## config.mk

```make
export PLATFORM = sky130hd
export DESIGN_NAME = reserved_field_bank
export DESIGN_NICKNAME = d
export VERILOG_FILES = /design/src/reserved_field_pkg.sv /design/src/reserved_bit_cell.sv /design/src/reserved_field_bank.sv
export SDC_FILE = /design/constraint.sdc
export NUM_CORES = 1
export LEC_CHECK = 0
export BUFFER_PORTS_ARGS = -buffer_cell sky130_fd_sc_hd__buf_2
export CORE_MARGIN = 10
export CORE_UTILIZATION = 42
export CTS_BUF_LIST = sky130_fd_sc_hd__clkbuf_4
export DETAILED_ROUTE_END_ITERATION = 8
export HOLD_SLACK_MARGIN = 0.12
export PLACE_DENSITY = 0.69
export SLEW_MARGIN = 20
export SYNTH_ARGS = -nofsm -noshare
export SYNTH_HDL_FRONTEND = slang
export SYNTH_SLANG_ARGS = --single-unit
```

## constraint.sdc

```tcl
create_clock -name clk_sys -period 1.99 [get_ports clk_sys]
set_input_delay 0.398 -clock clk_sys [delete_from_list [all_inputs] [get_ports clk_sys]]
set_output_delay 0.398 -clock clk_sys [all_outputs]
set_load 0.02 [all_outputs]
```

## src/reserved_field_pkg.sv

```systemverilog
`default_nettype none

package reserved_field_pkg;

    // ****************************************
    // per-bit field kinds
    // ****************************************
    localparam int KW = 4;
    localparam logic [KW-1:0] KIND_NORMAL        = 4'h0;
    localparam logic [KW-1:0] KIND_ZERO_RWI      = 4'h1;
    localparam logic [KW-1:0] KIND_ONES_RWI      = 4'h2;
    localparam logic [KW-1:0] KIND_ZRSV_FIXED    = 4'h3;
    localparam logic [KW-1:0] KIND_ORSV_FIXED    = 4'h4;
    localparam logic [KW-1:0] KIND_ZRSV_STORED   = 4'h5;
    localparam logic [KW-1:0] KIND_ORSV_STORED   = 4'h6;
    localparam logic [KW-1:0] KIND_ZRSV_CTX      = 4'h7;
    localparam logic [KW-1:0] KIND_ORSV_CTX      = 4'h8;
    localparam logic [KW-1:0] KIND_WZERO_POLICY  = 4'h9;
    localparam logic [KW-1:0] KIND_WONE_POLICY   = 4'hA;
    localparam logic [KW-1:0] KIND_WZERO_PRESERV = 4'hB;
    localparam logic [KW-1:0] KIND_WONE_PRESERV  = 4'hC;

    // ****************************************
    // access sequencer states
    // ****************************************
    typedef enum logic [2:0] {
        ST_IDLE  = 3'h1,
        ST_WRITE = 3'h2,
        ST_READ  = 3'h4
    } acc_state_e;

    // ****************************************
    // kind decoding shared by bank and cell
    // ****************************************
    // bit owns a flip-flop
    function automatic logic kindStored(input logic [KW-1:0] k);
        return (k == KIND_NORMAL) || (k == KIND_ZRSV_STORED) || (k == KIND_ORSV_STORED)
            || (k == KIND_ZRSV_CTX) || (k == KIND_ORSV_CTX);
    endfunction

    // reserved or constant value of the bit (one for the "ones" kinds)
    function automatic logic kindResVal(input logic [KW-1:0] k);
        return (k == KIND_ONES_RWI) || (k == KIND_ORSV_FIXED) || (k == KIND_ORSV_STORED)
            || (k == KIND_ORSV_CTX) || (k == KIND_WONE_POLICY) || (k == KIND_WONE_PRESERV);
    endfunction

    // software is expected to write only the reserved value here
    function automatic logic kindPolicy(input logic [KW-1:0] k);
        return (k == KIND_WZERO_POLICY) || (k == KIND_WONE_POLICY)
            || (k == KIND_WZERO_PRESERV) || (k == KIND_WONE_PRESERV)
            || (k == KIND_ZRSV_FIXED) || (k == KIND_ORSV_FIXED);
    endfunction

endpackage

`default_nettype wire

```

## src/reserved_bit_cell.sv

```systemverilog
`timescale 1ns/1ps
`default_nettype none

// ****************************************
// one register bit with its access policy
// ****************************************
module reserved_bit_cell #(
    parameter logic [reserved_field_pkg::KW-1:0] KIND    = reserved_field_pkg::KIND_NORMAL,
    parameter logic                              RST_BIT = 1'b0
) (
    input  wire logic clk_sys,
    input  wire logic rst_n,
    input  wire logic dirWr,
    input  wire logic indWr,
    input  wire logic dataBit,
    input  wire logic ctxRes,
    output var  logic readBit,
    output var  logic funcBit
);

    localparam logic RES_VAL = reserved_field_pkg::kindResVal(KIND);
    localparam logic IS_CTX  = (KIND == reserved_field_pkg::KIND_ZRSV_CTX)
                            || (KIND == reserved_field_pkg::KIND_ORSV_CTX);
    localparam logic IS_RES  = (KIND == reserved_field_pkg::KIND_ZRSV_STORED)
                            || (KIND == reserved_field_pkg::KIND_ORSV_STORED);
    // reserved storage starts at its reserved value, others at the reset value
    localparam logic INIT    = IS_RES ? RES_VAL : RST_BIT;

    generate
        if (reserved_field_pkg::kindStored(KIND)) begin : g_store
            logic bit_reg;
            logic bit_next;
            logic indVal;

            // indirect write loads the reserved value while the bit is reserved
            assign indVal   = (IS_RES || (IS_CTX && ctxRes)) ? RES_VAL : dataBit;
            assign bit_next = dirWr ? dataBit : (indWr ? indVal : bit_reg);

            // readback is the last value that landed, whatever the context was
            always_ff @(posedge clk_sys or negedge rst_n) begin
                if (!rst_n) begin
                    bit_reg <= INIT;
                end else begin
                    bit_reg <= bit_next;
                end
            end

            assign readBit = bit_reg;
            // reserved storage never steers the device, only readback
            assign funcBit = (IS_RES || (IS_CTX && ctxRes)) ? RES_VAL : bit_reg;
        end else begin : g_const
            // hard-wired: writes have nowhere to land
            assign readBit = RES_VAL;
            assign funcBit = RES_VAL;
        end
    endgenerate

endmodule // reserved_bit_cell

`default_nettype wire

```

## src/reserved_field_bank.sv

```systemverilog
`timescale 1ns/1ps
`default_nettype none


module reserved_field_bank #(
    parameter int                                        WIDTH       = 32,
    // per-bit kind, bit n uses slice [n*KW +: KW]
    parameter logic [WIDTH*reserved_field_pkg::KW-1:0]   FIELD_KIND  = '0,
    parameter logic [WIDTH-1:0]                          RESET_VALUE = '0
) (
    input  wire logic             clk_sys,
    input  wire logic             rst_n,
    input  wire logic             reqValid,
    input  wire logic             reqWrite,
    input  wire logic             reqDirect,
    input  wire logic [WIDTH-1:0] reqMask,
    input  wire logic [WIDTH-1:0] reqData,
    input  wire logic [WIDTH-1:0] ctxReserved,
    output var  logic             busy,
    output var  logic             ackValid,
    output var  logic [WIDTH-1:0] rdData,
    output var  logic [WIDTH-1:0] funcValue,
    output var  logic             ignoredWrite,
    output var  logic             policyBreach
);

    // ****************************************
    // access sequencer
    // ****************************************
    reserved_field_pkg::acc_state_e state_reg;
    reserved_field_pkg::acc_state_e state_next;

    logic             take;
    logic             direct_reg;
    logic [WIDTH-1:0] mask_reg;
    logic [WIDTH-1:0] data_reg;

    // a request is only taken while idle; busy tells the caller to hold
    assign take = reqValid && (state_reg == reserved_field_pkg::ST_IDLE);

    // one cycle to apply, then back to idle
    always_comb begin
        case (state_reg)
            reserved_field_pkg::ST_IDLE: begin
                if (take && reqWrite) begin
                    state_next = reserved_field_pkg::ST_WRITE;
                end else if (take) begin
                    state_next = reserved_field_pkg::ST_READ;
                end else begin
                    state_next = reserved_field_pkg::ST_IDLE;
                end
            end
            reserved_field_pkg::ST_WRITE: state_next = reserved_field_pkg::ST_IDLE;
            reserved_field_pkg::ST_READ:  state_next = reserved_field_pkg::ST_IDLE;
            default:                      state_next = reserved_field_pkg::ST_IDLE;
        endcase
    end

    always_ff @(posedge clk_sys or negedge rst_n) begin
        if (!rst_n) begin
            state_reg <= reserved_field_pkg::ST_IDLE;
        end else begin
            state_reg <= state_next;
        end
    end

    // request fields captured at take so the caller may move on
    always_ff @(posedge clk_sys or negedge rst_n) begin
        if (!rst_n) begin
            direct_reg <= 1'b0;
            mask_reg   <= '0;
            data_reg   <= '0;
        end else if (take) begin
            direct_reg <= reqDirect;
            mask_reg   <= reqMask;
            data_reg   <= reqData;
        end
    end

    // ****************************************
    // bit cells
    // ****************************************
    logic             doWrite;
    logic             doRead;
    logic [WIDTH-1:0] dirWr;
    logic [WIDTH-1:0] readVec;
    logic [WIDTH-1:0] funcVec;
    logic [WIDTH-1:0] constBits;
    logic [WIDTH-1:0] policyBits;
    logic [WIDTH-1:0] resVec;

    assign doWrite = (state_reg == reserved_field_pkg::ST_WRITE);
    assign doRead  = (state_reg == reserved_field_pkg::ST_READ);

    // each bit gets the storage or wiring its kind asks for
    genvar gi;
    generate
        for (gi = 0; gi < WIDTH; gi++) begin : g_bit
            localparam logic [reserved_field_pkg::KW-1:0] K =
                FIELD_KIND[gi*reserved_field_pkg::KW +: reserved_field_pkg::KW];

            // direct write reaches only bits named in the mask
            assign dirWr[gi]      = doWrite && direct_reg && mask_reg[gi];
            assign constBits[gi]  = !reserved_field_pkg::kindStored(K);
            assign policyBits[gi] = reserved_field_pkg::kindPolicy(K);
            assign resVec[gi]     = reserved_field_pkg::kindResVal(K);

            // the kind is fixed per bit at build time, never at run time
            reserved_bit_cell #(
                .KIND    (K),
                .RST_BIT (RESET_VALUE[gi])
            ) u_cell (
                .clk_sys (clk_sys),
                .rst_n   (rst_n),
                .dirWr   (dirWr[gi]),
                .indWr   (doWrite && !direct_reg),
                .dataBit (data_reg[gi]),
                .ctxRes  (ctxReserved[gi]),
                .readBit (readVec[gi]),
                .funcBit (funcVec[gi])
            );
        end
    endgenerate

    // ****************************************
    // write checking
    // ****************************************
    logic [WIDTH-1:0] touched;
    logic             hitsIgnored;
    logic             breachNow;

    // bits reached by this write, directly or through the whole register
    assign touched     = direct_reg ? mask_reg : {WIDTH{1'b1}};
    // writes aimed at hard-wired bits vanish; flag it for the caller
    // only a direct write can aim at a bit; whole-register writes stay quiet
    assign hitsIgnored = doWrite && direct_reg && |(mask_reg & constBits);
    // software owes the reserved value on policy bits; preserve equals it
    // here, since these bits only ever read their reserved value
    assign breachNow   = doWrite
                      && |(touched & policyBits & (data_reg ^ resVec));

    // ****************************************
    // registered outputs
    // ****************************************
    // ack one cycle after the sequencer leaves idle
    always_ff @(posedge clk_sys or negedge rst_n) begin
        if (!rst_n) begin
            busy     <= 1'b0;
            ackValid <= 1'b0;
        end else begin
            busy     <= take;
            ackValid <= doWrite || doRead;
        end
    end

    // read data holds until the next read
    always_ff @(posedge clk_sys or negedge rst_n) begin
        if (!rst_n) begin
            rdData <= '0;
        end else if (doRead) begin
            rdData <= readVec;
        end
    end

    // device-facing value, reserved positions forced to reserved value
    always_ff @(posedge clk_sys or negedge rst_n) begin
        if (!rst_n) begin
            funcValue <= '0;
        end else begin
            funcValue <= funcVec;
        end
    end

    // one-cycle warnings that come with the write ack
    always_ff @(posedge clk_sys or negedge rst_n) begin
        if (!rst_n) begin
            ignoredWrite <= 1'b0;
            policyBreach <= 1'b0;
        end else begin
            ignoredWrite <= hitsIgnored;
            policyBreach <= breachNow;
        end
    end

endmodule // reserved_field_bank

`default_nettype wire

```

==> summary.md <==
| Metric | Value |
|---|---|
| Status | complete, no violations |
| Layout Utilization | 0.5662 |
| Setup Skew | 0.03069 ns |
| Crit-path max FO | 30 |
| Met3 wire len | 783 um |
| Library cells used by synthesis | 16 |
| Maximum root-to-sink buffer count | 2 |
| LEAKAGE | 3.764 nW |
| Max-Cap Viols | 0 |
| Total gr overflow | 0 |
| CTS root buf | clkbuf_4 |
| Pwr dens | 1223 nW/um^2 |
| Setup slack at placement | 0.4450 ns |
| YS warnings | 0 |
| Vias in the first global route | 4,200 |
| CTS tree | built |
| Die Ht | 138.9 um |
| Clk sink count | 166 |
| Top sig layer | met4 |
| Design area | 7859 sq um |
| Period utilization | 0.7752 |
| #FFs+latches synth | 166 |
| Setup TNS | 0 ns |
| Routed length on met1 | 5.299 mm |
| WL met2 | 6.698 mm |
| Min Clock Period, post-route | 1.543 ns |
| Layout Nets | 673 |
| 1st-iter DRT viols | 109 |
| Core Region | 13,880 sq um |
| Gate Count Post-Synth | 355 |
| Clock-pin transition on the worst setup and hold timing paths | 0.12 ns |
| Fin. Hold Viols | 0 |
| Detailed Routing Iterations Pass 1 | 3 |
| Crit Path Class | reg -> reg |
| DP HPWL | 8.963 mm |
| Hold-fix buffers at CTS | 67 |
| Initial core utilization | 0.4279 |
| Tot Pwr | 9.611 mW |
| DRT antenna net count | 0 |
| Drt total wl | 12.96 mm |
| Critical Path RT | 2.41 ns |
| Skew-Pair Late Insertion Delay | 0.55 ns |
| Num CTS Buffers | 17 |
| I/O Buffers | 134 |
| CP Data Arrival Time | 1.97 ns |
| Full die area | 19,300 sq um |
| Layout area overhead | 32.32% |
| CP endpoint kind | register |
| Remaining DRCs | 0 |
| Slew Limit Fails | 0 |
| Chip width | 138.9 um |
| Top-Level Pins | 169 |
| Total number of vias | 3,633 |
| Pin count of the biggest net entering global routing | 49 |
| H-tree levels | 4 |
| Startpoint types | register |
| FF-to-FF path depth | 3 |
| Peak supply drop | 697.1 uV |
| Num rows | 43 |
| Total global-route track usage | 0.1385 |
| Fmax | 648.2 MHz |
| Post-CTS Setup Inserts | 0 |
| GPL Wtd Cong | 0.7092 |
| Endpoints failing setup | 0 |
| Fin worst setup slack | 0.4474 ns |
| Post-Syn Area | 5939 sq um |
| Initial antenna violation count | 1 |
| PostCTS Resize Cnt | 0 |
| Vias per Instance | 4.755 |
| Routed len/inst | 16.96 um |
| Hold Path Class | in -> async |
| First-pass GRT wire length | 21.58 mm |
| Placed standard-cell area | 6905 sq um |
| RSZ-0062 raised after global routing | false |
| Share of post-route cells with drive strength above 1 | 0.5197 |
| Mapped Avg Cell Area | 16.73 sq um |
| Seq/Total Area, Yosys | 0.6996 |
## cell usage after synthesis (all sizes together)
master,count,area share
nor3b,2,0.0042
conb,1,0.00063
mux2,129,0.24
dfrtp,165,0.70
buf,15,0.016
inv,2,0.0013
nor2,2,0.0013
or2,1,0.0011
and2,1,0.0011
dfstp,1,0.0044
clkbuf,3,0.0019
and3,1,0.0011
o21ai,32,0.027
## power by group
part	total (mW)	switching (mW)	internal (mW)
Sequential	5.10	0.572	4.53
Clock	1.96	1.07	0.892
Combinational	2.56	1.36	1.20
## placed cells by master (no fill, tap or decap), drive strengths merged
cell type / n
and2: 1
and3: 1
buf: 148
bufinv: 3
clkbuf: 20
clkinv: 6
conb: 2
dfrtp: 165
dfstp: 1
diode: 1
dlygate4sd3: 67
inv: 3
mux2: 129
nor2: 2
nor3b: 2
o21ai: 32
or2: 1
## metrics by stage
stage          hold slack [ns]  instances
2_1_floorplan           0.1024        356
3_3_place_gp            0.3390        666
3_5_place_dp            0.3502        666
4_1_cts                 0.2842        763
5_1_grt                 0.3030        764
6_report                0.3320        764
## layout make-up
cell class / instances / area, sq um
fillers: 1120 / 6022
flip-flops and latches: 166 / 4155
multi-input cells: 170 / 1685
repair buffers: 215 / 1503
well taps: 180 / 225.2
clock buffers: 20 / 150.1
clock inverters: 10 / 130.1
inverters: 2 / 7.507
diodes: 1 / 2.502
## critical path: stages, from the launching register on
cell and delay, ns:
dfstp_2 0.60, and3_2 0.24, buf_12 0.22, mux2_2 0.36
## path summary, 6_finish.rpt
kind	end	slack [ns]	startpoint
setup / recovery	data_reg[19]	0.45	state_reg[0]
hold / removal	funcValue[29]	0.33	rst_n
setup reg to reg	data_reg[19]	0.45	state_reg[0]
hold reg to reg	funcValue[20]	0.37	g_bit[20].u_cell.funcBit
max in group asynchronous	data_reg[28]	0.97	rst_n
min in group clk_sys	funcValue[20]	0.37	g_bit[20].u_cell.funcBit
## layer usage
layer / track usage / vias up
li1: - / 1678
met1: 0.1511 / 1852
met2: 0.2398 / 86
met3: 0.05514 / 17
met4: 0.04613 / 0
met5: 0 / -
## kinds of logic (layout without fill, tap and decap cells)
kind of cell,Yosys count,in the layout,share of synthesized area
DFF,166,166,0.6996
buffers and inverters,20,247,0.01959
muxes,129,129,0.2446
and+or+nand+nor,7,7,0.008639
AOI/OAI and AO/OA,32,32,0.02696
other,1,3,0.0006314
No activity file was read; power rests on OpenSTA's default activity.
